<file path="src/verilog/gcr_pkg.sv">
// global clock and reset control: shared constants and types
// assumes one 125 MHz clock and an APB register port with 32-bit data
package gcr_pkg;

  // register indices; the byte address is four times the index
  localparam logic [9:0] IDX_PIN_SEL = 10'h0F2;
  localparam logic [9:0] IDX_CLK_SRC = 10'h0F3;
  localparam logic [9:0] IDX_LU_RST = 10'h0F5;
  localparam logic [9:0] IDX_FR_RST = 10'h0F6;
  localparam logic [9:0] IDX_CHIP_ID = 10'h0F8;
  localparam logic [11:0] ADDR_PIN_SEL = {IDX_PIN_SEL, 2'h0};
  localparam logic [11:0] ADDR_CLK_SRC = {IDX_CLK_SRC, 2'h0};
  localparam logic [11:0] ADDR_LU_RST = {IDX_LU_RST, 2'h0};
  localparam logic [11:0] ADDR_FR_RST = {IDX_FR_RST, 2'h0};
  localparam logic [11:0] ADDR_CHIP_ID = {IDX_CHIP_ID, 2'h0};

  // reset values and writable masks
  localparam logic [7:0] PIN_SEL_RST = 8'h00;
  localparam logic [7:0] PIN_SEL_MASK = 8'h07;
  localparam logic [7:0] CLK_SRC_RST = 8'h00;
  localparam logic [3:0] SOFT_RST_RST = 4'h0;

  // pin select field positions
  localparam int POS_RX_SLOT = 0;
  localparam int POS_TX_DIR = 1;
  localparam int POS_LOSS_SEL = 2;

  // identification: part code value is arbitrary
  localparam logic [4:0] PART_CODE = 5'h15;
  localparam logic [2:0] SILICON_REV = 3'h0;

  // backplane reference select codes
  localparam logic [3:0] REF_MCLK_T1 = 4'h8;
  localparam logic [3:0] REF_MCLK_E1 = 4'h9;
  localparam logic [3:0] REF_EXT = 4'hA;

  // rates in kHz as printed; frame pulse at 8 kHz
  localparam longint CLK_KHZ = 125000;
  localparam longint REF_E1_KHZ = 2048;
  localparam longint REF_T1_KHZ = 1544;
  localparam longint FRAME_KHZ = 8;
  localparam logic [7:0] FRAME_LAST_E1 = 8'(REF_E1_KHZ / FRAME_KHZ - 1);
  localparam logic [7:0] FRAME_LAST_T1 = 8'(REF_T1_KHZ / FRAME_KHZ - 1);

  // accumulator steps: two toggles per reference period
  localparam logic [31:0] NCO_INC_E1 =
    32'(((2 * REF_E1_KHZ) << 32) / CLK_KHZ);
  localparam logic [31:0] NCO_INC_T1 =
    32'(((2 * REF_T1_KHZ) << 32) / CLK_KHZ);

  // clock source control register layout
  typedef struct packed {
    logic [3:0] refSel;
    logic rateSel;
    logic family;
    logic [1:0] mult;
  } gcr_clk_ctrl_t;

  typedef enum logic [1:0] {
    SRC_LINE = 2'h0,
    SRC_MCLK = 2'h1,
    SRC_EXT = 2'h3,
    SRC_NONE = 2'h2
  } gcr_ref_src_t;

endpackage : gcr_pkg

</file>
<file path="src/verilog/gcr_pin_sync.sv">
// three-stage synchroniser for pin inputs, one lane per bit
// assumes inputs are asynchronous to clk; output moves when the last two stages agree
`timescale 1ns/10ps
module gcr_pin_sync #(
  parameter int W = 1
) (
  input wire logic clk,
  input wire logic reset,
  input wire logic [W-1:0] pinIn,
  output logic [W-1:0] pinOut
);

  genvar i;
  generate
    for (i = 0; i < W; i++) begin : g_lane
      logic stage1;
      logic stage2;
      logic stage3;
      always_ff @(posedge clk) begin
        if (reset) begin
          stage1 <= 1'b0;
          stage2 <= 1'b0;
          stage3 <= 1'b0;
          pinOut[i] <= 1'b0;
        end else begin
          stage1 <= pinIn[i];
          stage2 <= stage1;
          stage3 <= stage2;
          if (stage2 == stage3) begin
            pinOut[i] <= stage3;
          end
        end
      end
    end
  endgenerate

endmodule : gcr_pin_sync

</file>
<file path="src/verilog/gcr_nco.sv">
// phase accumulator producing a one-cycle tick at a programmed rate
// assumes step is stable while enabled; accumulator clears when idle
`timescale 1ns/10ps
module gcr_nco (
  input wire logic clk,
  input wire logic reset,
  input wire logic enable,
  input wire logic [31:0] step,
  output logic tick
);

  logic [31:0] phase;
  logic [32:0] sum;

  assign sum = {1'b0, phase} + {1'b0, step};

  always_ff @(posedge clk) begin
    if (reset || !enable) begin
      phase <= 32'h0;
      tick <= 1'b0;
    end else begin
      phase <= sum[31:0];
      tick <= sum[32];
    end
  end

endmodule : gcr_nco

</file>
<file path="src/verilog/gcr_top.sv">
// global clock and reset control: registers, pin muxes, backplane timing
// assumes an APB master on clk and pin inputs asynchronous to clk
//
// Design decision made here: the APB slave port.
`timescale 1ns/10ps
module gcr_top (
  input wire logic clk,
  input wire logic reset,
  input wire logic psel,
  input wire logic penable,
  input wire logic pwrite,
  input wire logic [11:0] paddr,
  input wire logic [31:0] pwdata,
  input wire logic [3:0] pstrb,
  output logic [31:0] prdata,
  output logic pready,
  output logic pslverr,
  input wire logic [3:0] rxChannelBlock,
  input wire logic [3:0] rxChannelClock,
  output logic [3:0] rxSlotPin,
  input wire logic [3:0] framerLos,
  input wire logic [3:0] lineUnitLos,
  output logic [3:0] alarmPin,
  input wire logic txFramePulseIn,
  output logic txFramePulseOut,
  output logic txFramePulseOe_n,
  output logic txFrameSync,
  input wire logic [3:0] rxLineClock,
  input wire logic referenceClockIn,
  output logic referenceClockOut,
  output logic referenceClockOe_n,
  output logic backplaneClockOut,
  input wire logic masterClockIn,
  output logic masterBaseTick,
  output gcr_pkg::gcr_clk_ctrl_t clkCtrl,
  output logic [3:0] lineUnitReset,
  output logic [3:0] framerReset
);
  import gcr_pkg::*;

  logic [7:0] pinSelect;
  logic [7:0] readByte;
  logic hit;
  logic setup;
  logic wrEn;
  logic [6:0] syncPins;
  gcr_ref_src_t refMode;
  logic derivedT1;
  logic ncoTick;
  logic derivedLevel;
  logic refLevel;
  logic refRise;
  logic frameRateT1;
  logic [7:0] frameLast;
  logic [7:0] frameCount;
  logic internalPulse;
  logic extPulseQ;
  logic extRise;
  logic masterQ;
  logic masterRise;
  logic [2:0] masterEdgeCount;
  logic [2:0] multMask;
  logic [1:0] lineSel;

  // register port: answer one cycle after setup
  assign setup = psel & ~penable;
  assign wrEn = psel & penable & pready & pwrite & pstrb[0] & ~pslverr;

  always_comb begin
    hit = 1'b1;
    unique case (paddr)
      ADDR_PIN_SEL: readByte = pinSelect;
      ADDR_CLK_SRC: readByte = clkCtrl;
      ADDR_LU_RST: readByte = {4'h0, lineUnitReset};
      ADDR_FR_RST: readByte = {4'h0, framerReset};
      ADDR_CHIP_ID: readByte = {PART_CODE, SILICON_REV};
      default: begin
        readByte = 8'h00;
        hit = 1'b0;
      end
    endcase
  end

  always_ff @(posedge clk) begin
    if (reset) begin
      pready <= 1'b0;
      pslverr <= 1'b0;
      prdata <= 32'h0;
    end else begin
      pready <= setup;
      pslverr <= setup & ~hit;
      if (setup) begin
        prdata <= {24'h0, readByte};
      end
    end
  end

  // writable control registers
  always_ff @(posedge clk) begin
    if (reset) begin
      pinSelect <= PIN_SEL_RST;
    end else if (wrEn && paddr == ADDR_PIN_SEL) begin
      pinSelect <= pwdata[7:0] & PIN_SEL_MASK;
    end
  end

  always_ff @(posedge clk) begin
    if (reset) begin
      clkCtrl <= CLK_SRC_RST;
    end else if (wrEn && paddr == ADDR_CLK_SRC) begin
      clkCtrl <= pwdata[7:0];
    end
  end

  // soft resets: set by writing 1, held until a 0 is written
  always_ff @(posedge clk) begin
    if (reset) begin
      lineUnitReset <= SOFT_RST_RST;
    end else if (wrEn && paddr == ADDR_LU_RST) begin
      lineUnitReset <= pwdata[3:0];
    end
  end

  always_ff @(posedge clk) begin
    if (reset) begin
      framerReset <= SOFT_RST_RST;
    end else if (wrEn && paddr == ADDR_FR_RST) begin
      framerReset <= pwdata[3:0];
    end
  end

  // shared output pin functions
  always_ff @(posedge clk) begin
    if (reset) begin
      rxSlotPin <= 4'h0;
      alarmPin <= 4'h0;
    end else begin
      rxSlotPin <= pinSelect[POS_RX_SLOT] ? rxChannelClock
                                          : rxChannelBlock;
      alarmPin <= pinSelect[POS_LOSS_SEL] ? lineUnitLos
                                          : framerLos;
    end
  end

  // pin inputs: [0] frame pulse, [4:1] line clocks, [5] ref, [6] master
  gcr_pin_sync #(.W(7)) u_sync (
    .clk(clk),
    .reset(reset),
    .pinIn({masterClockIn, referenceClockIn, rxLineClock, txFramePulseIn}),
    .pinOut(syncPins)
  );

  // reference source decode
  always_comb begin
    lineSel = clkCtrl.refSel[1:0];
    if (clkCtrl.refSel[3:2] == 2'h0) begin
      refMode = SRC_LINE;
    end else if (clkCtrl.refSel == REF_MCLK_T1 ||
                 clkCtrl.refSel == REF_MCLK_E1) begin
      refMode = SRC_MCLK;
    end else if (clkCtrl.refSel == REF_EXT) begin
      refMode = SRC_EXT;
    end else begin
      refMode = SRC_NONE;
    end
  end

  assign derivedT1 = (clkCtrl.refSel == REF_MCLK_T1);

  gcr_nco u_nco (
    .clk(clk),
    .reset(reset),
    .enable(refMode == SRC_MCLK),
    .step(derivedT1 ? NCO_INC_T1 : NCO_INC_E1),
    .tick(ncoTick)
  );

  always_ff @(posedge clk) begin
    if (reset) begin
      derivedLevel <= 1'b0;
    end else if (ncoTick) begin
      derivedLevel <= ~derivedLevel;
    end
  end

  always_comb begin
    unique case (refMode)
      SRC_LINE: refLevel = syncPins[3'(lineSel) + 3'h1];
      SRC_MCLK: refLevel = derivedLevel;
      SRC_EXT: refLevel = syncPins[5];
      SRC_NONE: refLevel = backplaneClockOut;
    endcase
  end

  assign refRise = refLevel & ~backplaneClockOut;

  // reference pin drives only in derived mode
  always_ff @(posedge clk) begin
    if (reset) begin
      backplaneClockOut <= 1'b0;
      referenceClockOut <= 1'b0;
      referenceClockOe_n <= 1'b1;
    end else begin
      backplaneClockOut <= refLevel;
      referenceClockOut <= derivedLevel;
      referenceClockOe_n <= (refMode != SRC_MCLK);
    end
  end

  // 8 kHz frame timing counted in reference periods
  assign frameRateT1 = (refMode == SRC_MCLK) ? derivedT1
                                             : clkCtrl.rateSel;
  assign frameLast = frameRateT1 ? FRAME_LAST_T1 : FRAME_LAST_E1;
  assign extRise = syncPins[0] & ~extPulseQ;

  always_ff @(posedge clk) begin
    if (reset) begin
      extPulseQ <= 1'b0;
    end else begin
      extPulseQ <= syncPins[0];
    end
  end

  always_ff @(posedge clk) begin
    if (reset) begin
      frameCount <= 8'h00;
    end else if (!pinSelect[POS_TX_DIR] && extRise) begin
      frameCount <= 8'h00;
    end else if (refRise) begin
      if (frameCount >= frameLast) begin
        frameCount <= 8'h00;
      end else begin
        frameCount <= frameCount + 8'h01;
      end
    end
  end

  always_ff @(posedge clk) begin
    if (reset) begin
      internalPulse <= 1'b0;
    end else if (refRise) begin
      internalPulse <= (frameCount == frameLast);
    end
  end

  always_ff @(posedge clk) begin
    if (reset) begin
      txFramePulseOut <= 1'b0;
      txFramePulseOe_n <= 1'b1;
      txFrameSync <= 1'b0;
    end else begin
      txFramePulseOut <= internalPulse;
      txFramePulseOe_n <= ~pinSelect[POS_TX_DIR];
      txFrameSync <= pinSelect[POS_TX_DIR] ? internalPulse
                                           : syncPins[0];
    end
  end

  // master clock: divide edges by the multiple to get base-rate ticks
  always_comb begin
    unique case (clkCtrl.mult)
      2'h0: multMask = 3'h0;
      2'h1: multMask = 3'h1;
      2'h2: multMask = 3'h3;
      2'h3: multMask = 3'h7;
    endcase
  end

  assign masterRise = syncPins[6] & ~masterQ;

  always_ff @(posedge clk) begin
    if (reset) begin
      masterQ <= 1'b0;
      masterEdgeCount <= 3'h0;
      masterBaseTick <= 1'b0;
    end else begin
      masterQ <= syncPins[6];
      if (masterRise) begin
        masterEdgeCount <= masterEdgeCount + 3'h1;
      end
      masterBaseTick <= masterRise &&
        ((masterEdgeCount & multMask) == multMask);
    end
  end

  // checks
  a_rx_slot_mux: assert property (@(posedge clk) disable iff (reset)
    !$past(reset) |-> rxSlotPin == ($past(pinSelect[POS_RX_SLOT]) ?
      $past(rxChannelClock) : $past(rxChannelBlock)))
    else $error("receive slot pins carry the wrong source");

  a_alarm_source: assert property (@(posedge clk) disable iff (reset)
    $past(pinSelect[POS_LOSS_SEL]) && !$past(reset)
      |-> alarmPin == $past(lineUnitLos))
    else $error("alarm pins not from line-unit loss");

  a_tx_pin_dir: assert property (@(posedge clk) disable iff (reset)
    wrEn && paddr == ADDR_PIN_SEL && pwdata[POS_TX_DIR]
      |=> ##1 !txFramePulseOe_n)
    else $error("frame pulse pin not driven after direction set");

  a_frame_period: assert property (@(posedge clk) disable iff (reset)
    $rose(internalPulse) |-> $past(frameCount) == $past(frameLast))
    else $error("frame pulse at wrong count");

  a_line_ref: assert property (@(posedge clk) disable iff (reset)
    refMode == SRC_LINE |=> backplaneClockOut ==
      $past(syncPins[3'(lineSel) + 3'h1]))
    else $error("backplane clock not following line clock");

  a_ref_drive: assert property (@(posedge clk) disable iff (reset)
    (refMode == SRC_MCLK) [*2] |-> !referenceClockOe_n)
    else $error("reference pin not driven in derived mode");

  a_ref_input: assert property (@(posedge clk) disable iff (reset)
    refMode == SRC_EXT |=> referenceClockOe_n)
    else $error("reference pin driven in external mode");

  a_reserved_hold: assert property (@(posedge clk) disable iff (reset)
    refMode == SRC_NONE ##1 refMode == SRC_NONE
      |-> $stable(backplaneClockOut) && referenceClockOe_n)
    else $error("backplane clock moved under reserved code");

  a_lu_reset_set: assert property (@(posedge clk) disable iff (reset)
    wrEn && paddr == ADDR_LU_RST && pwdata[0] |=> lineUnitReset[0])
    else $error("line-unit reset not taken");

  a_fr_reset_set: assert property (@(posedge clk) disable iff (reset)
    wrEn && paddr == ADDR_FR_RST && pwdata[3] |=> framerReset[3])
    else $error("framer reset not taken");

  a_reset_hold: assert property (@(posedge clk) disable iff (reset)
    lineUnitReset[1] && !(wrEn && paddr == ADDR_LU_RST)
      |=> lineUnitReset[1])
    else $error("soft reset released without a write");

  a_id_value: assert property (@(posedge clk) disable iff (reset)
    setup && paddr == ADDR_CHIP_ID |=> prdata[7:3] == PART_CODE &&
      !pslverr)
    else $error("part code field wrong");

  a_id_rev: assert property (@(posedge clk) disable iff (reset)
    setup && paddr == ADDR_CHIP_ID |=> prdata[2:0] == 3'h0)
    else $error("revision field wrong");

  a_upper_zero: assert property (@(posedge clk) disable iff (reset)
    setup && paddr == ADDR_FR_RST |=> prdata[31:4] == 28'h0)
    else $error("unused reset bits read nonzero");

  a_master_tick: assert property (@(posedge clk) disable iff (reset)
    masterBaseTick |-> $past(masterRise) &&
      ($past(masterEdgeCount) & $past(multMask)) == $past(multMask))
    else $error("master base tick off multiple");

  a_family_kept: assert property (@(posedge clk) disable iff (reset)
    !(wrEn && paddr == ADDR_CLK_SRC) |=> $stable(clkCtrl.family))
    else $error("master family changed without a write");

endmodule : gcr_top

</file>
<file path="config.mk">
export PLATFORM = sky130hd
export DESIGN_NAME = gcr_top
export DESIGN_NICKNAME = d
export VERILOG_FILES = /design/src/verilog/gcr_pkg.sv /design/src/verilog/gcr_pin_sync.sv /design/src/verilog/gcr_nco.sv /design/src/verilog/gcr_top.sv
export SDC_FILE = /design/constraint.sdc
export NUM_CORES = 1
export LEC_CHECK = 0
export ABC_CLOCK_PERIOD_IN_PS = 9200
export BUFFER_PORTS_ARGS = -buffer_cell sky130_fd_sc_hd__clkbuf_2
export CAP_MARGIN = 20
export CORE_MARGIN = 4
export CORE_UTILIZATION = 55
export CTS_CLUSTER_DIAMETER = 80
export DETAILED_ROUTE_END_ITERATION = 7
export GPL_ROUTABILITY_DRIVEN = 0
export GPL_TIMING_DRIVEN = 0
export PLACE_DENSITY = 0.87
export RECOVER_POWER = 50
export SYNTH_ARGS = -nofsm -noshare
export SYNTH_HDL_FRONTEND = slang
export SYNTH_SLANG_ARGS = --single-unit
</file>
<file path="constraint.sdc">
create_clock -name clk -period 9.2 [get_ports clk]
set_clock_uncertainty 0.2 [all_clocks]
set_input_delay 0.46 -clock clk [delete_from_list [all_inputs] [get_ports clk]]
set_output_delay 0.46 -clock clk [all_outputs]
set_load 0.03 [all_outputs]
</file>
==> results of run 1 <==
==> cells by family after synthesis <==
family / count (synthesis)
compound gates: 135
xor+xnor: 22
fa+ha+maj: 26
buf+inv: 62
flops: 117
mux: 25
other cells: 1
simple gates: 260
==> worst register-to-register path, stage by stage (launching register included) <==
cell       delay [ns]
dfxtp_1          0.58
nor2b_1          0.22
nand2_1          0.34
ha_1             0.42
a211oi_1         0.77
a21oi_1          0.24
a2111oi_1        0.53
o21bai_1         0.23
nand3_1          0.14
mux2i_1          0.17
==> placed cells by master (no fill, tap or decap), types with 3 or more instances in the layout <==
cell type      count
a22o_1             3
clkbuf_1          66
clkbuf_2          46
ha_1              26
nor3_1            23
a221oi_1           5
inv_6              4
and3_1             4
nor4_1             5
clkbuf_16         16
conb_1            24
nor2_1            66
o21bai_1           4
a21o_1             6
xnor2_1           17
nand4_1            5
clkinvlp_4         3
dfxtp_1          117
nand3_1           30
mux2i_1           23
nand2_1           59
a211oi_1           5
inv_1             11
nor2b_1           34
o21ai_0           26
a21oi_1           49
xor2_1             5
a211o_1            3
clkbuf_8           3
and2_1             5
buf_4             24
o211ai_1           5
dlygate4sd3_1     24
o21a_1             5
nand2b_1          14
==> per-stage QoR <==
step / hold slack (ns) / std cells / power [mW] / setup slack, ns / utilization [%]
after floorplan: 0.213 / 671 / 0.569 / 6.02 / -
after CTS: 0.00409 / 947 / 1.24 / 5.42 / 72.4
after detailed placement: 0.220 / 891 / 0.588 / 5.50 / 64.0
after global routing: 0.00761 / 947 / 1.27 / 5.05 / 71.8
final: 0.0323 / 947 / 1.24 / 5.30 / 71.8
after global placement: 0.221 / 891 / 0.586 / 5.59 / 64.0
==> state kept, by name, indices dropped and copies added (netlist names), 3 cells and up <==
| name | flops |
|---|---|
| u_sync.g_lane.stage2 | 7 |
| u_nco.phase | 29 |
| rxSlotPin | 4 |
| u_sync.g_lane.stage3 | 7 |
| lineUnitReset | 4 |
| u_sync.g_lane.stage1 | 7 |
| prdata | 8 |
| clkCtrl | 8 |
| framerReset | 4 |
| masterEdgeCount | 3 |
| pinSelect | 3 |
| alarmPin | 4 |
| frameCount | 8 |
| u_sync.pinOut | 7 |
==> routing by layer <==
metal  GRT usage [%]  wire, um  vias up
met3            8.11      1420       76
met1            29.0      5870     2462
met2            45.7      7440      310
met4            14.3       686        0
met5               0         0        -
li1                -         -     2533
==> layout make-up <==
class | count | area, sq um | share of cell area (%)
Clock inverter | 13 | 145 | 2.05
Inverter | 12 | 45.0 | 0.636
Multi-Input combinational cell | 492 | 3040 | 42.9
Timing Repair Buffer | 111 | 623 | 8.79
Sequential cell | 117 | 2340 | 33.1
Tap cell | 133 | 166 | 2.35
Buffer | 50 | 280 | 3.95
Clock buffer | 19 | 442 | 6.23
==> power by group through the flow <==
| stage | clock network [mW] | logic, mW | registers (mW) |
|---|---|---|---|
| detailed placement | 0 | 0.0608 | 0.527 |
| global route | 0.680 | 0.0756 | 0.517 |
| global placement | 0 | 0.0596 | 0.527 |
| finish | 0.651 | 0.0706 | 0.516 |
| CTS | 0.654 | 0.0697 | 0.516 |
| floorplan | 0 | 0.0363 | 0.533 |
==> worst paths after layout <==
path | endpoint | startpoint | slack [ns] | depth (start not counted)
max | u_nco.phase[25]$_SDFF_PP0_ | clkCtrl[7]$_SDFFE_PP0P_ | 5.30 | 9
min reg2reg | u_sync.g_lane[1].stage2$_SDFF_PP0_ | u_sync.g_lane[1].stage1$_SDFF_PP0_ | 0.23 | 1
max reg2reg | u_nco.phase[25]$_SDFF_PP0_ | clkCtrl[7]$_SDFFE_PP0P_ | 5.30 | 9
min | framerReset[0]$_SDFFE_PP0P_ | pwdata[0] | 0.03 | 3
==> flow_summary.yaml, run 1 <==
synth:
  ys_warn_count: 0
  ys.flop_type: "dfxtp_1"
  synth-compound-area-share_pct: 15.7
  synth_top_area_cell: "dfxtp_1"
  synth_top_family_by_area: "simple AND/OR/NAND/NOR gates"
  async_flop_share_pct: 0
  synthTopCellsByArea: "dfxtp_1 42%, ha_1 5.8%, nor2_1 4.4%, a21oi_1 4.4%, mux2i_1 4.1%"
  yosysTopAreaCellShare_pct: 41.6
  syn_area_sq_um: 5620
  netlist_instances: 648
  syn_avg_cell_area_sq_um: 8.68
  ys_ff_latch: 117
  synthTopCellsByCount: "117 x dfxtp_1, 66 x nor2_1, 59 x nand2_1, 49 x a21oi_1, 34 x nor2b_1"
  synth_simple_gate_area_share_pct: 22.9
  yosysUniqueCellTypes: 66
  yosys-mux-area-fraction_pct: 4.69
  yosys.area_share.adder_pct: 5.78
  synth_edf_count: 0
  yosysSeqAreaShare_pct: 41.6
  yosysMostFrequentCell: "dfxtp_1"
  synth-xor-area-share_pct: 3.43
global_routing:
  grt_overflow: 0
  track_usage_pct: 26.5
  antenna_found_initial: 0
  grt_pass1_vias: 5354
  grt_max_degree: 17
  grt_pass1_wl_mm: 24.8
final_layout:
  fillers: 705
  fin_nets: 903
  final_area_sq_um: 7090
  drive_gt1_share_pct: 14.3
  antenna_cells: 0
  area_delta_synth_final_pct: 26.0
timing:
  min_period_ns: 3.90
  setup_viol: 0
  max_freq_mhz: 256
  worst_slew_pin_slew_ns: 0.870
  slew_headroom_pct: 41.9
  hold_viol_final: 0
  setup-tns-final_ns: 0
  fin_crit_sh_pct: 42.4
  maxSlewViolCount: 0
  grt_setup_unrepaired: "no"
drt:
  drt_iter0_markers: 374
  wl_per_cell_um: 16.3
  wl_mm: 15.4
  ant_nets: 0
  vias: 5381
  drc_errors: 0
  drtPass1Iterations: 5
  vias_per_cell: 5.68
placed_design:
  hpwlAfterDp_mm: 10.3
  io_buffers: 87
  placed_area_sq_um: 6310
floorplan:
  start_util_pct: 57.0
  die_w_um: 109
  row_count: 36
  io_pins: 141
  dieArea_sq_um: 11900
  die_y_um: 109
  core_sq_um: 9860
worst_setup_path:
  critical_path.top_delay_family: "compound AO/OA/AOI/OAI gates"
  crit_required_ns: 9.46
  cp.buffers_inverters: 0
  slowest_stage: "a211oi_1"
  arrival_ns: 4.16
  crit_type: "flop to flop"
  slowest_delay_ns: 0.77
  crit_path_max_fanout: 11
  cp-end-kind: "flop"
  cp_cell_sequence: "nor2b_1 -> nand2_1 -> ha_1 -> a211oi_1 -> a21oi_1 -> a2111oi_1 -> o21bai_1 -> nand3_1 -> mux2i_1"
  startpoint_type: "flop"
job:
  cap_violations: 0
clocking:
  clockBufferDepth: 2
  cts_hold_buffers: 24
  cts_tree: "built"
  clock-sinks: 117
  cts_root_buf: "clkbuf_8"
  postCtsSetupBuffers: 0
  clk_pin_slew_ns: 0.06
  insertion_delay_ns: 0.53
  htree_levels: 4
  cts_inserted_buffers: 17
  ctsResizeCount: 0
power:
  p_seq_share_pct: 41.7
  internal-power_mw: 0.945
  p_comb_share_pct: 5.7
  swShare_pct: 23.7
  p_leak_nw: 2.86
  power_density_nw_per_um2: 175
  p_sw_mw: 0.293
  pwr-share-clk_pct: 52.6
  peakVddDrop_v: 0.000124
run_status:
  outcome: "finished, final reports clean"
hold_path:
  hold_class: "input pin to flop"
Power figures use the tool's default switching activity.
==> run 2: changes to the inputs <==
--- a/config.mk
+++ b/config.mk
@@ -5,16 +5,16 @@
 export SDC_FILE = /design/constraint.sdc
 export NUM_CORES = 1
 export LEC_CHECK = 0
-export ABC_CLOCK_PERIOD_IN_PS = 9200
+export ABC_CLOCK_PERIOD_IN_PS = 3600
 export BUFFER_PORTS_ARGS = -buffer_cell sky130_fd_sc_hd__clkbuf_2
 export CAP_MARGIN = 20
 export CORE_MARGIN = 4
-export CORE_UTILIZATION = 55
+export CORE_UTILIZATION = 53
 export CTS_CLUSTER_DIAMETER = 80
 export DETAILED_ROUTE_END_ITERATION = 7
 export GPL_ROUTABILITY_DRIVEN = 0
 export GPL_TIMING_DRIVEN = 0
-export PLACE_DENSITY = 0.87
+export PLACE_DENSITY = 0.85
 export RECOVER_POWER = 50
 export SYNTH_ARGS = -nofsm -noshare
 export SYNTH_HDL_FRONTEND = slang
==> constraint.sdc (replaced) <==
create_clock -name clk -period 3.6 [get_ports clk]
set_clock_uncertainty 0.2 [all_clocks]
set_input_delay 0.18 -clock clk [delete_from_list [all_inputs] [get_ports clk]]
set_output_delay 0.18 -clock clk [all_outputs]
set_load 0.03 [all_outputs]
==> run 2 against run 1 <==
Effect of this change: sequential power increased to 2.6 times the previous value; cell count increased by 2.2%; combinational power grew to 2.7 times the previous value; hold slack better by 0.0049 ns; utilization shrank 1.3 points; critical path depth up 2; non-clock buffer count grew 18; fmax rose by 15%; power increased to 2.5 times the previous value; largest cell class unchanged.
==> flow_summary.yaml, run 2 (synthesis gave the netlist of run 1 again) <==
clocking:
  clk_pin_slew_ns: 0.06
  htree_levels: 4
  cts_root_buf: "clkbuf_8"
  cts_inserted_buffers: 17
  insertion_delay_ns: 0.52
  clock-sinks: 117
  cts_tree: "built"
  clockBufferDepth: 2
final_layout:
  layout_common_cells: "116 x dfxtp_1, 70 x clkbuf_1, 66 x nor2_1"
  antenna_cells: 0
  fin_nets: 921
  area_delta_synth_final_pct: 29.5
  drive_gt1_share_pct: 14.3
  largest_register_ffs: 29
  layout_commonest_cell: "dfxtp_1"
  top_register: "u_nco.phase"
timing:
  layout_setup_ws_ns: 0.211
  maxSlewViolCount: 0
  hold_viol_final: 0
  worst_slew_pin_slew_ns: 0.934
  setup_viol: 0
  hold_slack_ns: 0.0372
  max_freq_mhz: 295
  fin_crit_sh_pct: 94.1
  min_period_ns: 3.39
  grt_setup_unrepaired: "no"
  slew_headroom_pct: 37.6
placed_design:
  pre_cts_slack_ns: -0.0650
  io_buffers: 87
  hpwlAfterDp_mm: 9.90
worst_setup_path:
  startpoint_type: "flop"
  rrSetupSlack_ns: 0.21
  cp-end-kind: "flop"
  arrival_ns: 3.64
  crit_required_ns: 3.85
  crit_type: "flop to flop"
  crit_path_max_fanout: 11
  worstReg2RegStart: "clkCtrl[4]$_SDFFE_PP0P_"
  r2r_end: "u_nco.phase[24]$_SDFF_PP0_"
  ff2ff_path_depth: 11
global_routing:
  antenna_found_initial: 0
  track_usage_pct: 24.8
  grt_pass1_wl_mm: 25.2
  grt_overflow: 0
  grt_max_degree: 17
  grt_pass1_vias: 5343
drt:
  wl_mm: 15.4
  wl_per_cell_um: 15.9
  drc_errors: 0
  vias: 5415
  ant_nets: 0
  drt_iter0_markers: 370
  drtPass1Iterations: 5
  vias_per_cell: 5.59
hold_path:
  whs_path_depth: 5
  hold_start: "paddr[0]"
  hold_class: "input pin to flop"
  min_to: "pslverr$_SDFF_PP0_"
power:
  p_leak_nw: 2.91
  peakVddDrop_v: 0.000285
  power_density_nw_per_um2: 432
run_status:
  outcome: "finished, final reports clean"
floorplan:
  row_count: 37
  start_util_pct: 54.5
  io_pins: 141
  die_y_um: 111
  core_sq_um: 10300
  die_w_um: 111
  dieArea_sq_um: 12300
job:
  cap_violations: 0
==> run 2: final cells by class <==
class | count | area (sq um)
Fill cell | 777 | 3040
Tap cell | 136 | 170
Sequential cell | 117 | 2340
Timing Repair Buffer | 129 | 802
Multi-Input combinational cell | 492 | 3070
Buffer | 50 | 280
Clock buffer | 22 | 453
Clock inverter | 10 | 123
Inverter | 12 | 45.0
==> run 2: metal layers <==
metal / wire length [um] / vias to the layer above / GRT usage (%) / share of wire (%)
met5: 0 / - / 0 / 0
met4: 608 / 0 / 13.1 / 4.0
met3: 1200 / 58 / 7.37 / 7.8
met2: 7590 / 261 / 43.6 / 49
met1: 5960 / 2520 / 26.9 / 39
li1: - / 2576 / - / -
==> run 2: per-stage QoR <==
stage / cells / TNS, ns / utilization, % / power (mW) / instance area, sq um
4_1_cts: 968 / 0 / 70.9 / 3.16 / 7320
6_report: 968 / 0 / 70.6 / 3.15 / 7290
2_1_floorplan: 671 / 0 / - / 1.45 / 5710
5_1_grt: 968 / 0 / 70.6 / 3.25 / 7290
3_5_place_dp: 894 / -0.117 / 61.2 / 1.50 / 6320
3_3_place_gp: 894 / 0 / 61.2 / 1.50 / 6320
==> run 2: what timing repair did <==
action / CTS / global route
resized for setup: 2 / 7
pin swaps: 0 / 1
hold buffers: 42 / 0
setup endpoints to repair: 6 / 12
buffers inserted: 0 / 0
hold endpoints to repair: 56 / 0
==> run 2: worst max-delay path, cell delays in order, from the launching register on <==
cell and delay [ns]:
dfxtp_1 0.54, inv_1 0.17, ha_2 0.25, nand2_4 0.16, ha_1 0.25, clkbuf_1 0.19, a21oi_1 0.28, o211ai_1 0.22
o21ai_1 0.39, a21boi_0 0.20, o21ai_0 0.24, mux2i_1 0.21
==> run 2: worst max path at each step <==
stage                                  from                          to  slack, ns  cells after the start
detailed placement  clkCtrl[7]$_SDFFE_PP0P_  u_nco.phase[25]$_SDFF_PP0_      -0.07                      9
finish              clkCtrl[4]$_SDFFE_PP0P_  u_nco.phase[24]$_SDFF_PP0_       0.21                     11
global route        clkCtrl[4]$_SDFFE_PP0P_  u_nco.phase[31]$_SDFF_PP0_       0.05                     13
floorplan           clkCtrl[4]$_SDFFE_PP0P_  u_nco.phase[25]$_SDFF_PP0_       0.42                     11
CTS                 clkCtrl[4]$_SDFFE_PP0P_  u_nco.phase[25]$_SDFF_PP0_        0.1                     13
global placement    clkCtrl[7]$_SDFFE_PP0P_  u_nco.phase[25]$_SDFF_PP0_      0.007                      9
==> run 2: report_power, final <==
part	internal, mW	switching, mW
clock network	1.03	0.606
registers	1.31	0.00734
logic	0.0850	0.108
==> run 3: changes to the inputs <==
--- a/config.mk
+++ b/config.mk
@@ -5,16 +5,16 @@
 export SDC_FILE = /design/constraint.sdc
 export NUM_CORES = 1
 export LEC_CHECK = 0
-export ABC_CLOCK_PERIOD_IN_PS = 3600
+export ABC_CLOCK_PERIOD_IN_PS = 2900
 export BUFFER_PORTS_ARGS = -buffer_cell sky130_fd_sc_hd__clkbuf_2
 export CAP_MARGIN = 20
 export CORE_MARGIN = 4
-export CORE_UTILIZATION = 53
+export CORE_UTILIZATION = 48
 export CTS_CLUSTER_DIAMETER = 80
 export DETAILED_ROUTE_END_ITERATION = 7
 export GPL_ROUTABILITY_DRIVEN = 0
 export GPL_TIMING_DRIVEN = 0
-export PLACE_DENSITY = 0.85
+export PLACE_DENSITY = 0.81
 export RECOVER_POWER = 50
 export SYNTH_ARGS = -nofsm -noshare
 export SYNTH_HDL_FRONTEND = slang
==> constraint.sdc (replaced) <==
create_clock -name clk -period 2.9 [get_ports clk]
set_clock_uncertainty 0.2 [all_clocks]
set_input_delay 0.145 -clock clk [delete_from_list [all_inputs] [get_ports clk]]
set_output_delay 0.145 -clock clk [all_outputs]
set_load 0.03 [all_outputs]
==> run 3 against run 2 <==
Effect of this change: fmax increased by 21%; final area increased by 1.4%; sequential share of layout area decreased by 0.27 points; critical path depth decreased by 2; non-clock buffer count decreased by 5; largest power group unchanged.
==> flow_summary.yaml, run 3 (synthesis gave the netlist of run 1 again) <==
power:
  swShare_pct: 22.2
  peakVddDrop_v: 0.000461
  pwr-share-clk_pct: 52.1
  p_seq_share_pct: 41.9
  p_leak_nw: 2.93
  internal-power_mw: 3.03
  p_sw_mw: 0.867
  p_comb_share_pct: 5.9
  power_density_nw_per_um2: 528
  finalPower_mw: 3.90
drt:
  wl_met2_mm: 6.63
  drt_iter0_markers: 507
  ant_nets: 0
  highest_layer: "met4"
  wl_mm: 14.2
  dr_wl_met3_mm: 1.00
  drc_errors: 0
  vias: 5192
  drtPass1Iterations: 5
  drt-met1-wl_mm: 6.13
  vias_per_cell: 5.34
  wl_per_cell_um: 14.6
final_layout:
  layout_commonest_cell: "dfxtp_1"
  regArea_sq_um: 2360
  area_delta_synth_final_pct: 31.4
  multi_input_area_sq_um: 3180
  top_register: "u_nco.phase"
  fin_nets: 917
  fillers: 907
  largest_register_ffs: 29
  drive_gt1_share_pct: 17.5
  layout_common_cells: "113 x dfxtp_1, 67 x clkbuf_1, 66 x nor2_1"
  final_area_sq_um: 7390
  layout.cells.non_filler: 972
worst_setup_path:
  startpoint_type: "flop"
  arrival_ns: 2.94
  rrSetupSlack_ns: 0.10
  cp.buffers_inverters: 0
  cp-end-kind: "flop"
  crit_type: "flop to flop"
  slowest_stage: "ha_2"
  cp_cell_sequence: "nor2b_4 -> nand2_8 -> ha_2 -> and4_1 -> and3_2 -> a2111oi_2 -> or3_4 -> a21oi_2 -> mux2i_1"
  crit_required_ns: 3.05
  critical_path.top_delay_family: "simple AND/OR/NAND/NOR gates"
  slowest_delay_ns: 0.43
  crit_path_max_fanout: 8
clocking:
  htree_levels: 4
  clockBufferDepth: 2
  cts_tree: "built"
  cts_inserted_buffers: 17
  clock-sinks: 117
  cts_root_buf: "clkbuf_16"
  clk_pin_slew_ns: 0.06
  insertion_delay_ns: 0.42
floorplan:
  dieArea_sq_um: 13500
  row_count: 39
  io_pins: 141
  core_sq_um: 11500
  die_w_um: 116
  start_util_pct: 49.0
  die_y_um: 116
timing:
  worst_slew_pin_slew_ns: 0.886
  fin_crit_sh_pct: 96.4
  hold_viol_final: 0
  setup_viol: 0
  maxSlewViolCount: 0
  hold_slack_ns: 0.0216
  min_period_ns: 2.80
  slew_headroom_pct: 40.8
  setup-tns-final_ns: 0
  max_freq_mhz: 358
placed_design:
  io_buffers: 87
  hpwlAfterDp_mm: 9.22
  dp_cells: 901
  placed_area_sq_um: 6330
global_routing:
  grt_pass1_wl_mm: 22.0
  grt_pass1_vias: 4692
  grt_max_degree: 17
  grt_overflow: 0
  track_usage_pct: 20.5
  antenna_found_initial: 1
run_status:
  outcome: "finished, final reports clean"
job:
  cap_violations: 0
hold_path:
  hold_class: "input pin to flop"
==> run 3: cell count changes in the layout (fill, tap and decap cells not counted), sizes merged <==
cell | previous run | this run
inv | 13 | 11
nand2 | 59 | 60
dlygate4sd3 | 42 | 34
buf | 25 | 34
clkbuf | 134 | 130
diode | 0 | 1
==> run 3: worst paths after layout <==
| path | cells past startpoint | startpoint | endpoint |
|---|---|---|---|
| max | 9 | clkCtrl[7]$_SDFFE_PP0P_ | u_nco.phase[31]$_SDFF_PP0_ |
| min | 5 | pwrite | clkCtrl[5]$_SDFFE_PP0P_ |
| max reg2reg | 9 | clkCtrl[7]$_SDFFE_PP0P_ | u_nco.phase[31]$_SDFF_PP0_ |
| min reg2reg | 1 | u_sync.g_lane[3].stage1$_SDFF_PP0_ | u_sync.g_lane[3].stage2$_SDFF_PP0_ |
==> run 3: layer usage <==
metal	track usage, %	vias to the layer above
met5	0	-
met4	10.6	0
met3	5.03	39
met2	31.8	206
met1	26.6	2396
li1	-	2551
==> run 3: worst min-delay path, stage by stage <==
cell and delay (ns):
clkbuf_2 0.08, nand4_1 0.07, nor3b_1 0.12, nand3_1 0.12
a21oi_1 0.06
==> run 3: power by group through the flow <==
stage	Combinational (mW)	Clock (mW)	Sequential, mW
after floorplan	0.115	0	1.69
after global placement	0.191	0	1.67
after detailed placement	0.192	0	1.67
after CTS	0.229	2.05	1.64
after global routing	0.248	2.12	1.64
final	0.232	2.03	1.63
==> run 3: metrics by stage <==
stage / worst slack (ns) / util [%]
2_1_floorplan: 0.00577 / -
3_3_place_gp: -0.489 / 55.2
3_5_place_dp: -0.509 / 55.2
4_1_cts: 0.00887 / 63.8
5_1_grt: -0.00729 / 64.5
6_report: 0.103 / 64.5
==> run 3: timing repair <==
action | in CTS | in global routing
buffers inserted | 1 | 8
setup endpoints to repair | 18 | 16
pin swaps | 4 | 7
resized for setup | 17 | 21
cloned | 0 | 1
endpoints found under the hold margin | 42 | 0
hold buffers | 34 | 0
==> run 3: area by class of cell <==
cell class	count	area share, %
Antenna cell	1	0.0339
Buffer	44	3.47
Clock buffer	24	6.38
Clock inverter	8	1.37
Inverter	12	0.711
Multi-Input combinational cell	493	43.0
Sequential cell	117	31.9
Tap cell	143	2.42
Timing Repair Buffer	130	10.7
